## src/verilog/tcr_pkg.sv

```systemverilog
// Package for the transmit control/status register block
// Assumes a 40 MHz pclk and a 32-bit APB register bus
package tcr_pkg;
   // ****************************************************************
   // Register map (printed offset is an index; byte address = 4 * index)
   // ****************************************************************
   localparam logic [7:0] TCR_IDX_TXCTL = 8'h03;
   localparam logic [11:0] TCR_ADDR_TXCTL = 12'h00c;
   localparam logic [11:0] TCR_ADDR_ISTAT = 12'h010;
   localparam logic [11:0] TCR_ADDR_IMASK = 12'h014;
   localparam logic [11:0] TCR_ADDR_DSTAT = 12'h018;
   // ****************************************************************
   // Field positions
   // ****************************************************************
   localparam int TCR_B_PROGRAMMABLE_TX_INTERRUPT = 15;
   localparam int TCR_B_LATE_COLLISION_TIMER_START_SELECT = 14;
   localparam int TCR_B_FRAME_CHECK_OMIT = 13;
   localparam int TCR_B_DEFERRAL_TIMER_DISABLE = 12;
   localparam int TCR_B_EXD = 10;
   localparam int TCR_B_DEF = 9;
   localparam int TCR_B_NO_CARRIER_FLAG = 8;
   localparam int TCR_B_CARRIER_LOST_FLAG = 7;
   localparam int TCR_B_EXC = 6;
   localparam int TCR_B_OWC = 5;
   localparam int TCR_B_PMB = 3;
   localparam int TCR_B_FU = 2;
   localparam int TCR_B_BCM = 1;
   localparam int TCR_B_PTX = 0;
   localparam logic [15:0] TCR_CFG_MASK = 16'hf000;
   localparam logic [15:0] TCR_STAT_MASK = 16'h07ef;
   localparam logic [15:0] TCR_RESET = 16'h0101;
   localparam logic [15:0] TCR_START_CLR = 16'h04c2;
   localparam logic [15:0] TCR_END_CLR = 16'h0220;
   // Interrupt status bits: 0 programmable, 1 transmission done
   localparam int TCR_IRQ_W = 2;
   localparam int TCR_IRQ_PROGRAMMABLE_TX_INTERRUPT = 0;
   localparam int TCR_IRQ_DONE = 1;
   localparam int TCR_MAX_COLL = 16;
   // ****************************************************************
   // Timing
   // ****************************************************************
   localparam int TCR_CLK_KHZ = 40000;
   localparam int TCR_DEFER_US = 3200;
   localparam int TCR_DEFER_CYC = TCR_DEFER_US * TCR_CLK_KHZ / 1000;
   localparam int TCR_SLOT_NS_X10 = 512;
   localparam int TCR_SLOT_CYC = (TCR_SLOT_NS_X10 * 100 + 24) / 25;
   typedef enum logic [2:0] {
      TCR_IDLE = 3'b001,
      TCR_XMIT = 3'b010,
      TCR_WBACK = 3'b100
   } tcr_state_t;
endpackage : tcr_pkg

```

## src/verilog/tcr_apb_if.sv

```systemverilog
// Interface between APB slave and register core
// Assumes one pclk domain
`timescale 1ns/1ps
interface tcr_apb_if;
   logic wr;
   logic [11:0] addr;
   logic [31:0] wdata;
   logic [31:0] rdata;
   logic err;
   modport slave (output wr, output addr, output wdata, input rdata, input err);
   modport core (input wr, input addr, input wdata, output rdata, output err);
endinterface : tcr_apb_if

```

## src/verilog/tcr_top.sv

```systemverilog
// Transmit control/status register with APB access and interrupt
// Assumes the transmit MAC supplies event pulses synchronous to pclk
//
// Register access over APB is this design's own decision.
`timescale 1ns/1ps
module tcr_top
   import tcr_pkg::*;
#(
   parameter int DEFER_CYC = TCR_DEFER_CYC
)
(
   input wire logic pclk,
   input wire logic presetn,
   input wire logic ce,
   input wire logic psel,
   input wire logic penable,
   input wire logic pwrite,
   input wire logic [11:0] paddr,
   input wire logic [31:0] pwdata,
   output logic [31:0] prdata,
   output logic pready,
   output logic pslverr,
   input wire logic soft_reset,
   input wire logic tx_start,
   input wire logic [15:0] descriptor_config_word,
   input wire logic preamble_start,
   input wire logic sfd_done,
   input wire logic tx_last_byte,
   input wire logic deferring,
   input wire logic carrier_sense,
   input wire logic collision,
   input wire logic tx_end,
   input wire logic monitored_bad,
   input wire logic fifo_underrun,
   input wire logic byte_count_mismatch,
   input wire logic status_wr_done,
   output logic status_wr_req,
   output logic [15:0] descriptor_status_word,
   output logic tx_abort,
   output logic frame_check_omit,
   output logic irq
);
   import tcr_pkg::*;
   // ****************************************************************
   // Bus front end
   // ****************************************************************
   tcr_apb_if bus ();
   tcr_apb u_apb (
      .pclk(pclk),
      .presetn(presetn),
      .ce(ce),
      .psel(psel),
      .penable(penable),
      .pwrite(pwrite),
      .paddr(paddr),
      .pwdata(pwdata),
      .prdata(prdata),
      .pready(pready),
      .pslverr(pslverr),
      .bus(bus)
   );
   // ****************************************************************
   // State
   // ****************************************************************
   tcr_state_t state;
   tcr_state_t next_state;
   logic [15:0] transmit_control;
   logic [4:0] coll_count;
   logic [21:0] defer_cnt;
   logic [11:0] slot_cnt;
   logic slot_run;
   logic crs_window;
   logic [TCR_IRQ_W-1:0] interrupt_status_reg;
   logic [TCR_IRQ_W-1:0] irq_mask;
   logic prev_programmable_tx_interrupt;
   // ****************************************************************
   // Decode and control terms
   // ****************************************************************
   wire sel_ctl = bus.addr == TCR_ADDR_TXCTL;
   wire sel_ist = bus.addr == TCR_ADDR_ISTAT;
   wire sel_msk = bus.addr == TCR_ADDR_IMASK;
   wire sel_dst = bus.addr == TCR_ADDR_DSTAT;
   assign bus.err = !(sel_ctl || sel_ist || sel_msk || sel_dst);
   assign bus.rdata = sel_ctl ? {16'h0000, transmit_control} :
                      sel_ist ? {30'h0000_0000, interrupt_status_reg} :
                      sel_msk ? {30'h0000_0000, irq_mask} :
                      sel_dst ? {16'h0000, descriptor_status_word} : 32'h0000_0000;
   wire in_xmit = state == TCR_XMIT;
   wire start_ok = (state == TCR_IDLE) && tx_start;
   // Deferral timer only runs while enabled
   wire defer_on = in_xmit && deferring && !transmit_control[TCR_B_DEFERRAL_TIMER_DISABLE];
   wire defer_hit = defer_on && (defer_cnt == 22'(DEFER_CYC - 1));
   wire coll_hit = in_xmit && collision && (coll_count == 5'(TCR_MAX_COLL - 1));
   wire late_coll = in_xmit && collision && slot_run
      && (slot_cnt >= 12'(TCR_SLOT_CYC));
   // Timer start: preamble if bit 14 set, else end of delimiter
   wire slot_go = transmit_control[TCR_B_LATE_COLLISION_TIMER_START_SELECT] ? preamble_start : sfd_done;
   wire abort_now = defer_hit || coll_hit;
   wire end_now = in_xmit && (tx_end || abort_now);
   wire programmable_tx_interrupt_seen = start_ok && descriptor_config_word[TCR_B_PROGRAMMABLE_TX_INTERRUPT] && !prev_programmable_tx_interrupt;
   wire [TCR_IRQ_W-1:0] irq_evt = {end_now, programmable_tx_interrupt_seen};
   always_comb begin
      next_state = state;
      unique case (state)
         TCR_IDLE: if (tx_start) next_state = TCR_XMIT;
         TCR_XMIT: if (end_now) next_state = TCR_WBACK;
         TCR_WBACK: if (status_wr_done) next_state = TCR_IDLE;
         default: next_state = TCR_IDLE;
      endcase
   end
   // ****************************************************************
   // Transmit control register; hardware reset only
   // ****************************************************************
   always_ff @(posedge pclk or negedge presetn) begin
      if (!presetn) begin
         transmit_control <= TCR_RESET;
      end else if (ce) begin
         if (start_ok) begin
            // Config bits loaded, start-of-packet status cleared
            transmit_control <= (descriptor_config_word & TCR_CFG_MASK)
               | ((transmit_control & TCR_STAT_MASK & ~TCR_START_CLR)
               | (16'h0001 << TCR_B_NO_CARRIER_FLAG));
         end else if (state == TCR_WBACK && status_wr_done) begin
            transmit_control <= transmit_control & ~TCR_END_CLR;
         end else if (in_xmit) begin
            if (end_now) begin
               // Latch end-of-packet outcome
               transmit_control[TCR_B_PTX] <= !abort_now && !fifo_underrun;
               transmit_control[TCR_B_FU] <= fifo_underrun;
               transmit_control[TCR_B_BCM] <= byte_count_mismatch;
               // Frame check omitted means the monitor cannot flag bad
               transmit_control[TCR_B_PMB] <= monitored_bad && !transmit_control[TCR_B_FRAME_CHECK_OMIT];
            end
            if (defer_hit) transmit_control[TCR_B_EXD] <= 1'b1;
            if (coll_hit) transmit_control[TCR_B_EXC] <= 1'b1;
            if (late_coll) transmit_control[TCR_B_OWC] <= 1'b1;
            if (deferring && coll_count == 5'd0) transmit_control[TCR_B_DEF] <= 1'b1;
            if (collision) transmit_control[TCR_B_DEF] <= 1'b0;
            if (preamble_start) transmit_control[TCR_B_NO_CARRIER_FLAG] <= 1'b1;
            if (crs_window && carrier_sense) transmit_control[TCR_B_NO_CARRIER_FLAG] <= 1'b0;
            if (crs_window && !carrier_sense) transmit_control[TCR_B_CARRIER_LOST_FLAG] <= 1'b1;
         end
         // Only config bits take the write, so status updates are never lost
         if (bus.wr && sel_ctl && !start_ok) begin
            transmit_control[TCR_B_PROGRAMMABLE_TX_INTERRUPT:TCR_B_DEFERRAL_TIMER_DISABLE] <= bus.wdata[TCR_B_PROGRAMMABLE_TX_INTERRUPT:TCR_B_DEFERRAL_TIMER_DISABLE];
         end
      end
   end
   // ****************************************************************
   // Sequencer, counters and timers
   // ****************************************************************
   always_ff @(posedge pclk or negedge presetn) begin
      if (!presetn) begin
         state <= TCR_IDLE;
         coll_count <= 5'd0;
         defer_cnt <= 22'd0;
         slot_cnt <= 12'd0;
         slot_run <= 1'b0;
         crs_window <= 1'b0;
         prev_programmable_tx_interrupt <= 1'b0;
      end else if (ce) begin
         state <= next_state;
         if (start_ok) begin
            coll_count <= 5'd0;
            prev_programmable_tx_interrupt <= descriptor_config_word[TCR_B_PROGRAMMABLE_TX_INTERRUPT];
         end else if (in_xmit && collision) begin
            coll_count <= coll_count + 5'd1;
         end
         defer_cnt <= defer_on ? defer_cnt + 22'd1 : 22'd0;
         // Collision restarts the attempt, so the window restarts too
         if (!in_xmit || collision) begin
            slot_run <= 1'b0;
            slot_cnt <= 12'd0;
         end else if (slot_go) begin
            slot_run <= 1'b1;
            slot_cnt <= 12'd0;
         end else if (slot_run && slot_cnt != 12'hfff) begin
            slot_cnt <= slot_cnt + 12'd1;
         end
         if (!in_xmit || tx_last_byte) crs_window <= 1'b0;
         else if (sfd_done) crs_window <= 1'b1;
      end
   end
   // ****************************************************************
   // Descriptor writeback and MAC controls
   // ****************************************************************
   always_ff @(posedge pclk or negedge presetn) begin
      if (!presetn) begin
         status_wr_req <= 1'b0;
         descriptor_status_word <= 16'h0000;
         tx_abort <= 1'b0;
         frame_check_omit <= 1'b0;
      end else if (ce) begin
         tx_abort <= abort_now;
         frame_check_omit <= transmit_control[TCR_B_FRAME_CHECK_OMIT];
         if (state == TCR_XMIT && next_state == TCR_WBACK) status_wr_req <= 1'b1;
         else if (status_wr_done) status_wr_req <= 1'b0;
         if (state == TCR_WBACK) begin
            // Status bits with collision count in the top bits
            // Status is frozen during writeback, so the word is steady from one cycle after status_wr_req rises
            descriptor_status_word <= {coll_count, transmit_control[10:0]};
         end
      end
   end
   // ****************************************************************
   // Interrupts: sticky, write-one-to-clear, set wins over clear
   // ****************************************************************
   always_ff @(posedge pclk or negedge presetn) begin
      if (!presetn) begin
         interrupt_status_reg <= '0;
         irq_mask <= '0;
         irq <= 1'b0;
      end else if (ce) begin
         interrupt_status_reg <= (interrupt_status_reg
            & ~((bus.wr && sel_ist) ? bus.wdata[TCR_IRQ_W-1:0] : '0)) | irq_evt;
         if (bus.wr && sel_msk) irq_mask <= bus.wdata[TCR_IRQ_W-1:0];
         irq <= |(interrupt_status_reg & irq_mask);
      end
   end
endmodule : tcr_top

```

## src/verilog/tcr_apb.sv

```systemverilog
// APB slave front end; one wait-free access phase
// Assumes APB3 master, synchronous inputs
`timescale 1ns/1ps
module tcr_apb
   import tcr_pkg::*;
(
   input wire logic pclk,
   input wire logic presetn,
   input wire logic ce,
   input wire logic psel,
   input wire logic penable,
   input wire logic pwrite,
   input wire logic [11:0] paddr,
   input wire logic [31:0] pwdata,
   output logic [31:0] prdata,
   output logic pready,
   output logic pslverr,
   tcr_apb_if.slave bus
);
   wire setup = psel && !penable && !pready;
   assign bus.wr = psel && penable && pwrite && pready && ce;
   assign bus.addr = paddr;
   assign bus.wdata = pwdata;
   // Ready rises one cycle after setup, read data captured with it
   always_ff @(posedge pclk or negedge presetn) begin
      if (!presetn) begin
         pready <= 1'b0;
         prdata <= 32'h0000_0000;
         pslverr <= 1'b0;
      end else if (ce) begin
         pready <= setup;
         prdata <= setup && !pwrite ? bus.rdata : 32'h0000_0000;
         pslverr <= setup && bus.err;
      end
   end
endmodule : tcr_apb

```

## config.mk

```make
export PLATFORM = sky130hd
export DESIGN_NAME = tcr_top
export DESIGN_NICKNAME = d
export VERILOG_FILES = /design/src/verilog/tcr_pkg.sv /design/src/verilog/tcr_apb_if.sv /design/src/verilog/tcr_top.sv /design/src/verilog/tcr_apb.sv
export SDC_FILE = /design/constraint.sdc
export NUM_CORES = 1
export LEC_CHECK = 0
export BUFFER_PORTS_ARGS = -buffer_cell sky130_fd_sc_hd__buf_2
export CORE_MARGIN = 2
export CORE_UTILIZATION = 35
export DETAILED_ROUTE_END_ITERATION = 10
export GPL_ROUTABILITY_DRIVEN = 0
export PLACE_DENSITY = 0.61
export SYNTH_ARGS = -nofsm -noshare
export SYNTH_HDL_FRONTEND = slang
export SYNTH_SLANG_ARGS = --single-unit
```

## constraint.sdc

```tcl
create_clock -name pclk -period 2.9 [get_ports pclk]
set_input_delay 0.145 -clock pclk [delete_from_list [all_inputs] [get_ports pclk]]
set_output_delay 0.145 -clock pclk [all_outputs]
set_load 0.005 [all_outputs]
```

# Yosys cells after proc, flatten, opt, wreduce, memory -nomap -nowiden
# Cells that the tools add are included.
[totals]
register_bits = 119
inputBits = 79
out_inout_bits = 54
elab_cells = 168
[classes]
add_sub_neg = 3
magnitude_cmp = 1
n_eq_ne = 12
muxes = 38
n_bitwise = 5
n_reduce_logical = 83
[ops]
columns = ["op", "count"]
rows = [
  ["two-way mux 16 bit", 6],
  ["equality test 12 x 5 -> 1 bit (second input constant)", 3],
  ["two-way mux 12 bit", 3],
  ["logical AND 1 bit", 31],
  ["adder 22 x 1 -> 22 bit (second input constant)", 1],
  ["equality test 22 x 17 -> 1 bit (second input constant)", 1],
  ["two-way mux 22 bit", 1],
  ["AND reduction 4 bit", 5],
  ["nonzero test 2 bit", 10],
  ["AND reduction 2 bit", 9],
  ["two-way mux 4 bit", 4],
  ["bitwise OR 16 x 10 -> 16 bit", 1],
  ["two-way mux 1 bit", 15],
  ["adder 12 x 1 -> 12 bit (second input constant)", 1],
  ["equality test 12 x 4 -> 1 bit (second input constant)", 1],
  [">= comparator 12 bit (second input constant)", 1],
  ["zero test 1 bit", 12],
  ["two-way mux 6 bit", 2],
  ["inequality test 12 bit (second input constant)", 1],
  ["nonzero test 3 bit", 4],
  ["two-way mux 5 bit", 2],
  ["two-way mux 3 bit", 3],
  ["case mux 3 bit (3 select lines)", 1],
  ["logical OR 1 bit", 7],
  ["other kinds (14)", 17],
]

# Depth between registers and ports, before layout
# Gate-level depths: netlist of run 1.
[logic_depth]
depth_word = 13
ltp_mapped = 7

# Hierarchy
# A second synthesis of run 1 with hierarchy kept.
[unflattened]
cells_unflattened = 596
hier_area_um2 = 6223.5
[by_module_without_submodules]
columns = ["mod", "n_inst", "cells_per_inst", "area_each_um2"]
rows = [
  ["tcr_top", 1, 402, 4170.2],
  ["tcr_apb", 1, 194, 2053.2],
]

# Least setup slack after synthesis of run 1
# No wires, ideal clock.
[synth_path]
path_type = "reg-to-reg"
from = "register defer_cnt[0]"
to = "register transmit_control[2]"
arrival_ns = 2.013
path_slack_ns = 0.762
path_stages_with_launch = 6
period_less_slack_ns = 2.138
path_cell_list = "dfrtp_1 -> ha_1 -> or4bb_1 -> or4_1 -> o21a_2 -> mux2_4"
[synth_between]
elab_chain_len = 7
[synth_lines]
columns = ["element", "line", "source"]
rows = [
  ["start: declaration", "tcr_top.sv:69", "logic [21:0] defer_cnt;"],
  ["start signal: assignment", "tcr_top.sv:169", "defer_cnt <= defer_on ? defer_cnt + 22'd1 : 22'd0;"],
  ["equality test 22 x 17 -> 1 bit", "tcr_top.sv:92", "wire defer_hit = defer_on && (defer_cnt == 22'(DEFER_CYC - 1));"],
  ["logical AND 1 bit", "tcr_top.sv:92", ""],
  ["logical OR 1 bit", "tcr_top.sv:98", "wire abort_now = defer_hit || coll_hit;"],
  ["logical OR 1 bit", "tcr_top.sv:99", "wire end_now = in_xmit && (tx_end || abort_now);"],
  ["logical AND 1 bit", "tcr_top.sv:99", ""],
  ["nonzero test 2 bit (no line)", "--", ""],
  ["AND reduction 4 bit (no line)", "--", ""],
  ["end signal: assignment", "tcr_top.sv:120", "transmit_control <= (descriptor_config_word & TCR_CFG_MASK)"],
  ["end signal: assignment", "tcr_top.sv:124", "transmit_control <= transmit_control & ~TCR_END_CLR;"],
  ["end signal: indexed assignment", "tcr_top.sv:128", "transmit_control[TCR_B_PTX] <= !abort_now && !fifo_underrun;"],
  ["end: declaration", "tcr_top.sv:67", "logic [15:0] transmit_control;"],
]
# Every way passes these cells.
# A chain may end at the register's enable or synchronous reset.

# Worst setup path in the final report of run 1
[layout_path]
from = "register defer_cnt[0]"
to = "register transmit_control[3]"
# The elaborated chain is that of the path after synthesis.

==> results of run 1 <==
## synthesized netlist by cell type, drive strengths merged (5+ instances only)
library cell  count
xor2              9
o21a              5
a221o            15
mux2             22
or3              11
and4              5
nor2             26
nor3             10
and2              7
dfrtp            96
nand4            12
nor4              6
or4              13
o211ai            8
nand3            27
o21ai            19
nor2b            17
buf              21
nand2            41
a21oi            26
inv              20
and3              5
ha                6
o31ai            10
a31oi             6
clkbuf           15
## worst reg2reg max path, cell delays in order (launching register included)
cell and delay (ns):
dfrtp_1 0.40, ha_1 0.26, or4bb_1 0.51, or4_1 0.41
o21a_2 0.29, mux2_4 0.31
## power breakdown
| group | switching, W | internal, W | leakage, nW |
|---|---|---|---|
| Clock | 0.000535 | 0.000698 | 0.150 |
| Sequential | 0.000169 | 0.00154 | 1.35 |
| Combinational | 0.000308 | 0.000273 | 1.23 |
## cells in the final DEF (no fill, tap or decap), types with 4 or more instances in the layout
cell type   n
buf_4      14
and4_1      5
dfrtp_1    96
clkbuf_16   9
conb_1     18
a21oi_1    26
nand2_1    41
or4_1      13
nor2b_1    17
nor4_1      6
nor3_1     10
buf_2      74
inv_1      20
nand3_1    27
o21ai_0    19
mux2_2     20
ha_1        6
nand4_1    12
o211ai_1    8
o31ai_1    10
a221o_1    15
o21a_1      4
xor2_1      9
a31oi_1     6
nor2_1     26
and2_1      7
or3_1      11
and3_1      5
## routing by layer
layer | global-route usage | part of all wire
met5 | 0 | 0
met3 | 0.0334 | 0.048
met1 | 0.220 | 0.46
met4 | 0.0556 | 0.018
met2 | 0.263 | 0.47
## metrics by stage
stage          total power [W]  std cells  utilization  hold slack [ns]
2_1_floorplan          0.00205        530            -           -0.151
3_3_place_gp           0.00230        766        0.396            0.259
3_5_place_dp           0.00231        766        0.396            0.265
4_1_cts                0.00355        784        0.419           0.0141
5_1_grt                0.00370        784        0.419           0.0526
6_report               0.00352        784        0.419           0.0286
## worst max-delay path by stage
stage	cells after the start	end	slack, ns
4_1_cts	5	transmit_control[3]	0.60
3_5_place_dp	5	transmit_control[3]	0.62
6_report	5	transmit_control[3]	0.61
3_3_place_gp	5	transmit_control[3]	0.63
2_1_floorplan	5	transmit_control[2]	0.76
5_1_grt	5	state[1]	0.53
## cells by family after synthesis
group | count (synthesis)
AND/OR/NAND/NOR | 201
AO/OA/AOI/OAI | 113
flip-flops | 99
buffers and inverters | 56
multiplexers | 25
XOR/XNOR | 12
adder cells (fa/ha/maj) | 6
other | 1
## cell type report
type	instances	area (µm²)	area share
Multi-Input combinational cell	375	2450	0.406
Sequential cell	99	2480	0.411
Timing Repair Buffer	90	495	0.0821
Clock buffer	11	243	0.0402
Tap cell	184	230	0.0381
Inverter	20	75.1	0.0124
Clock inverter	5	61.3	0.0102
## repair_timing
action,4_1_cts,5_1_grt
endpoints found under the hold margin,54,0
buffers inserted,0,0
endpoints found under the setup margin,0,0
hold buffers,2,0
==> impl_metrics.tcl, run 1 <==
set metrics [dict create \
    outcome "finished clean" \
    drt-pass1-iter-count 4 \
    holdPathEnd "prev_programmable_tx_interrupt" \
    synth_area_leader_cell "dfrtp_1" \
    yosys_most_used_dff "dfrtp_1" \
    cap_violations 0 \
    syn_inst 513 \
    grt_use_total 0.163 \
    yosys_register_bits 99 \
    slew_viol_final 0 \
    cts-htree-levels 3 \
    critPathMaxFanout 6 \
    crit_buf_inv 0 \
    synth-edff-count 0 \
    postPlaceCellArea_um2 5710 \
    fmaxAchievable_mhz 437 \
    largest_reg_flops 22 \
    hold_violations 0 \
    yosysUniqueCellTypes 60 \
    startpoint "defer_cnt[0]" \
    crit_chain "ha_1 -> or4bb_1 -> or4_1 -> o21a_2 -> mux2_4" \
    cts_sinks 99 \
    synth-simple-area-share 0.218 \
    die_w_um 125 \
    p_per_area_nw_per_um2 584 \
    cp_slowest_cell "or4bb_1" \
    setup_tns_ns 0 \
    antenna_found_initial 0 \
    nets 680 \
    io_buffer_count 75 \
    grt_pass1_vias 4104 \
    routed_via_density 5.48 \
    row_count 44 \
    final_cell_area_um2 6040 \
    r2r_slack_ns 0.61 \
    ys.warnings.count 0 \
    drt_wl_total_mm 12.8 \
    synth_compound_area_frac 0.153 \
    cts_tree "built" \
    antenna_left 0 \
    drc 0 \
    cts_resized 0 \
    r2r-start "defer_cnt[0]" \
    netlist_area_um2 5140 \
    worst_r2r_endpoint "transmit_control[3]" \
    overflow 0 \
    fin_skew_ns 0.00944 \
    crit_family "simple AND/OR/NAND/NOR gates" \
    dpl.hpwl_mm 9.32 \
    synth_fa_ha_area_frac 0.0146 \
    r2r_cells 5 \
    cts_made_buffers 9 \
    floorplan.initialDensity 0.356 \
    wl_per_cell_um 16.4 \
    registers.top_by_ff_count "defer_cnt" \
    arrival_ns 2.52 \
    place_ws_ns 0.618 \
    endpoint_kind "register" \
    cp-start-kind "register" \
    rsz0062_at_grt "no" \
    diodes 0 \
    syn_to_final_growth_pct 17.5 \
    critPathMaxStageDelay_ns 0.51 \
    setup_viol 0 \
    n_fill_cell 1380 \
    max-slew-margin-rel 0.500 \
    core_area_um2 14400 \
    clk_pin_slew_worst_paths_ns 0.07 \
    async_flop_share 1.00 \
    critPathKind "reg -> reg" \
    clk_latency_ns 0.35 \
    yosys.area.top_type_share 0.467 \
    via_count 4296 \
    synth_xor_area_frac 0.0204 \
    grt_pass1_wl_mm 21.0 \
    drtIter0Drc 310 \
    critical_path_required_ns 3.14 \
    num_io_pins 133 \
    worstMarginPinSlew_ns 0.750 \
    min_from "descriptor_config_word[15]" \
    seq_area_frac_synth 0.483 \
    min_path_type "in -> reg" \
    syn_avg_cell_area_um2 10.0 \
    peakVddDrop_uv 271 \
    top_regs "defer_cnt (22), descriptor_status_word (15), u_apb.prdata (15)" \
    synthMuxAreaShare 0.0555 \
    setup_slack_ns 0.613 \
    clock_tree.buffer_depth 2 \
    synth_top_family_by_area "simple AND/OR/NAND/NOR gates" \
    drive_gt1_frac 0.222 \
    grt_max_degree 58 \
    min_path_cells 3 \
    period_share 0.789 \
    power_leakage_nw 2.73 \
    min_period_ns 2.29 \
    fp.dieH_um 125 \
    die_area_um2 15700 \
    cts_root_buf "clkbuf_16" \
    ys_top_cells_by_area "dfrtp_1, mux2_2, nand2_1, a221o_1, buf_4" \
]
No activity file was read; power rests on OpenSTA's default activity.
==> inputs of run 2 (changes only) <==
- clock period: 2.9 -> 2.3 ns (I/O delays scaled with it)
==> run 2 against run 1 <==
Routed wire length increased by 2.9%. Clock power increased by 32%. Sequential cell count unchanged. Non-clock buffer count increased by 11. Clock skew increased by 0.00058 ns. Utilization increased by 0.79 points. First-iteration DRC count increased by 16%. Final cell count increased by 1.4%. Setup slack got worse by 0.53 ns.
==> impl_metrics.tcl, run 2 (synthesis gave the netlist of run 1 again) <==
set metrics [dict create \
    outcome "finished clean" \
    layout_common_cells "dfrtp_1, buf_2, nand2_1" \
    fp.dieH_um 125 \
    drtIter0Drc 359 \
    registers.top_by_ff_count "defer_cnt" \
    fin_skew_ns 0.0100 \
    drt_wl_total_mm 13.2 \
    max-slew-margin-rel 0.521 \
    drive_gt1_frac 0.236 \
    post_cts_buffers 0 \
    cts_root_buf "clkbuf_16" \
    overflow 0 \
    diodes 0 \
    peakVddDrop_uv 376 \
    period_share 0.962 \
    n_fill_cell 1395 \
    critical_path_required_ns 2.54 \
    die_area_um2 15700 \
    antenna_found_initial 0 \
    grt_pass1_wl_mm 22.1 \
    worstMarginPinSlew_ns 0.714 \
    cts_tree "built" \
    clock_tree.buffer_depth 2 \
    clk_pin_slew_worst_paths_ns 0.07 \
    antenna_left 0 \
    row_count 44 \
    syn_to_final_growth_pct 19.7 \
    routed_via_density 5.52 \
    setup_viol 0 \
    power_leakage_nw 2.79 \
    seq_area_um2 2480 \
    rsz0062_at_grt "no" \
    hold_violations 0 \
    cts_made_buffers 9 \
    wl_per_cell_um 16.6 \
    setup_tns_ns 0 \
    final_util 0.427 \
    startpoint "defer_cnt[11]" \
    slew_viol_final 0 \
    core_area_um2 14400 \
    critPathKind "reg -> reg" \
    min_path_type "in -> reg" \
    cap_violations 0 \
    largest_reg_flops 22 \
    cts-htree-levels 3 \
    r2r-start "defer_cnt[11]" \
    floorplan.initialDensity 0.356 \
    num_io_pins 133 \
    cts_resized 0 \
    grt_pass1_vias 4381 \
    cts_sinks 99 \
    arrival_ns 2.45 \
    min_period_ns 2.21 \
    final_common_cell "dfrtp_1" \
    nets 691 \
    grt_max_degree 52 \
    dpl.hpwl_mm 9.60 \
    clk_latency_ns 0.35 \
    endpoint_kind "register" \
    die_w_um 125 \
    grt_use_total 0.171 \
    io_buffer_count 75 \
    drt-pass1-iter-count 6 \
    cp-start-kind "register" \
    drc 0 \
    min_from "pwdata[13]" \
    fmaxAchievable_mhz 452 \
    top_regs "defer_cnt (22), descriptor_status_word (15), u_apb.prdata (15)" \
    via_count 4385 \
    p_per_area_nw_per_um2 741 \
    critPathMaxFanout 6 \
    multiInputGateArea_um2 2450 \
]
-- run 2: cell count changes in the layout (fill, tap and decap cells not counted) --
cell	change
inv_6	+1
clkbuf_1	-1
clkinv_4	-1
dlygate4sd3_1	+1
clkinv_8	+1
buf_4	+9
clkinv_2	-1
clkbuf_8	-1
inv_8	+2
buf_12	+1
-- run 2: worst paths after layout --
| path | slack (ns) | end | cells after the start |
|---|---|---|---|
| setup / recovery | 0.09 | transmit_control[3] | 4 |
| min in group asynchronous | 0.35 | u_apb.prdata[9] | 2 |
| setup reg to reg | 0.09 | transmit_control[3] | 4 |
| hold / removal | 0.02 | transmit_control[13] | 3 |
| max in group asynchronous | 1.19 | state[0] | 3 |
| hold reg to reg | 0.46 | transmit_control[8] | 1 |
-- run 2: routing by layer --
layer	up-vias	GRT usage	part of all wire	routed length, µm
met2	160	0.283	0.48	6390
met4	0	0.0497	0.0083	109
met1	2153	0.230	0.45	6000
met3	15	0.0312	0.054	709
met5	-	0	0	0
li1	2057	-	-	-
-- run 2: stage by stage --
step	total power (W)	hold WS (ns)	instance area, µm²	setup WS, ns	instances
2_1_floorplan	0.00259	-0.181	5200	0.162	530
3_3_place_gp	0.00295	0.187	5800	0.103	776
3_5_place_dp	0.00297	0.201	5800	0.102	776
4_1_cts	0.00460	0.00838	6150	0.0873	795
5_1_grt	0.00479	0.0240	6150	0.0425	795
6_report	0.00456	0.0193	6150	0.0871	795
-- run 2: what timing repair did --
| item | 4_1_cts | 5_1_grt |
|---|---|---|
| hold endpoints to repair | 50 | 0 |
| hold buffers | 3 | 0 |
| setup endpoints to repair | 0 | 0 |
-- run 2: cell type report --
class | instances | area share
sequential | 99 | 0.403
clock inverter | 7 | 0.0155
clock buffer | 9 | 0.0366
timing repair buffer | 101 | 0.0964
multi-input combinational | 375 | 0.399
inverter | 20 | 0.0122
tap | 184 | 0.0374
-- run 2: power by group --
part           internal (W)  leakage, nW  switching, W
clock              0.000879        0.157      0.000737
sequential          0.00194         1.35      0.000181
combinational      0.000380         1.29      0.000442
-- run 2: critical path: stages (launching register included) --
cell and delay [ns]:
dfrtp_1 0.42, or4b_1 0.56, or4_1 0.54, o21a_2 0.28, mux2_4 0.31
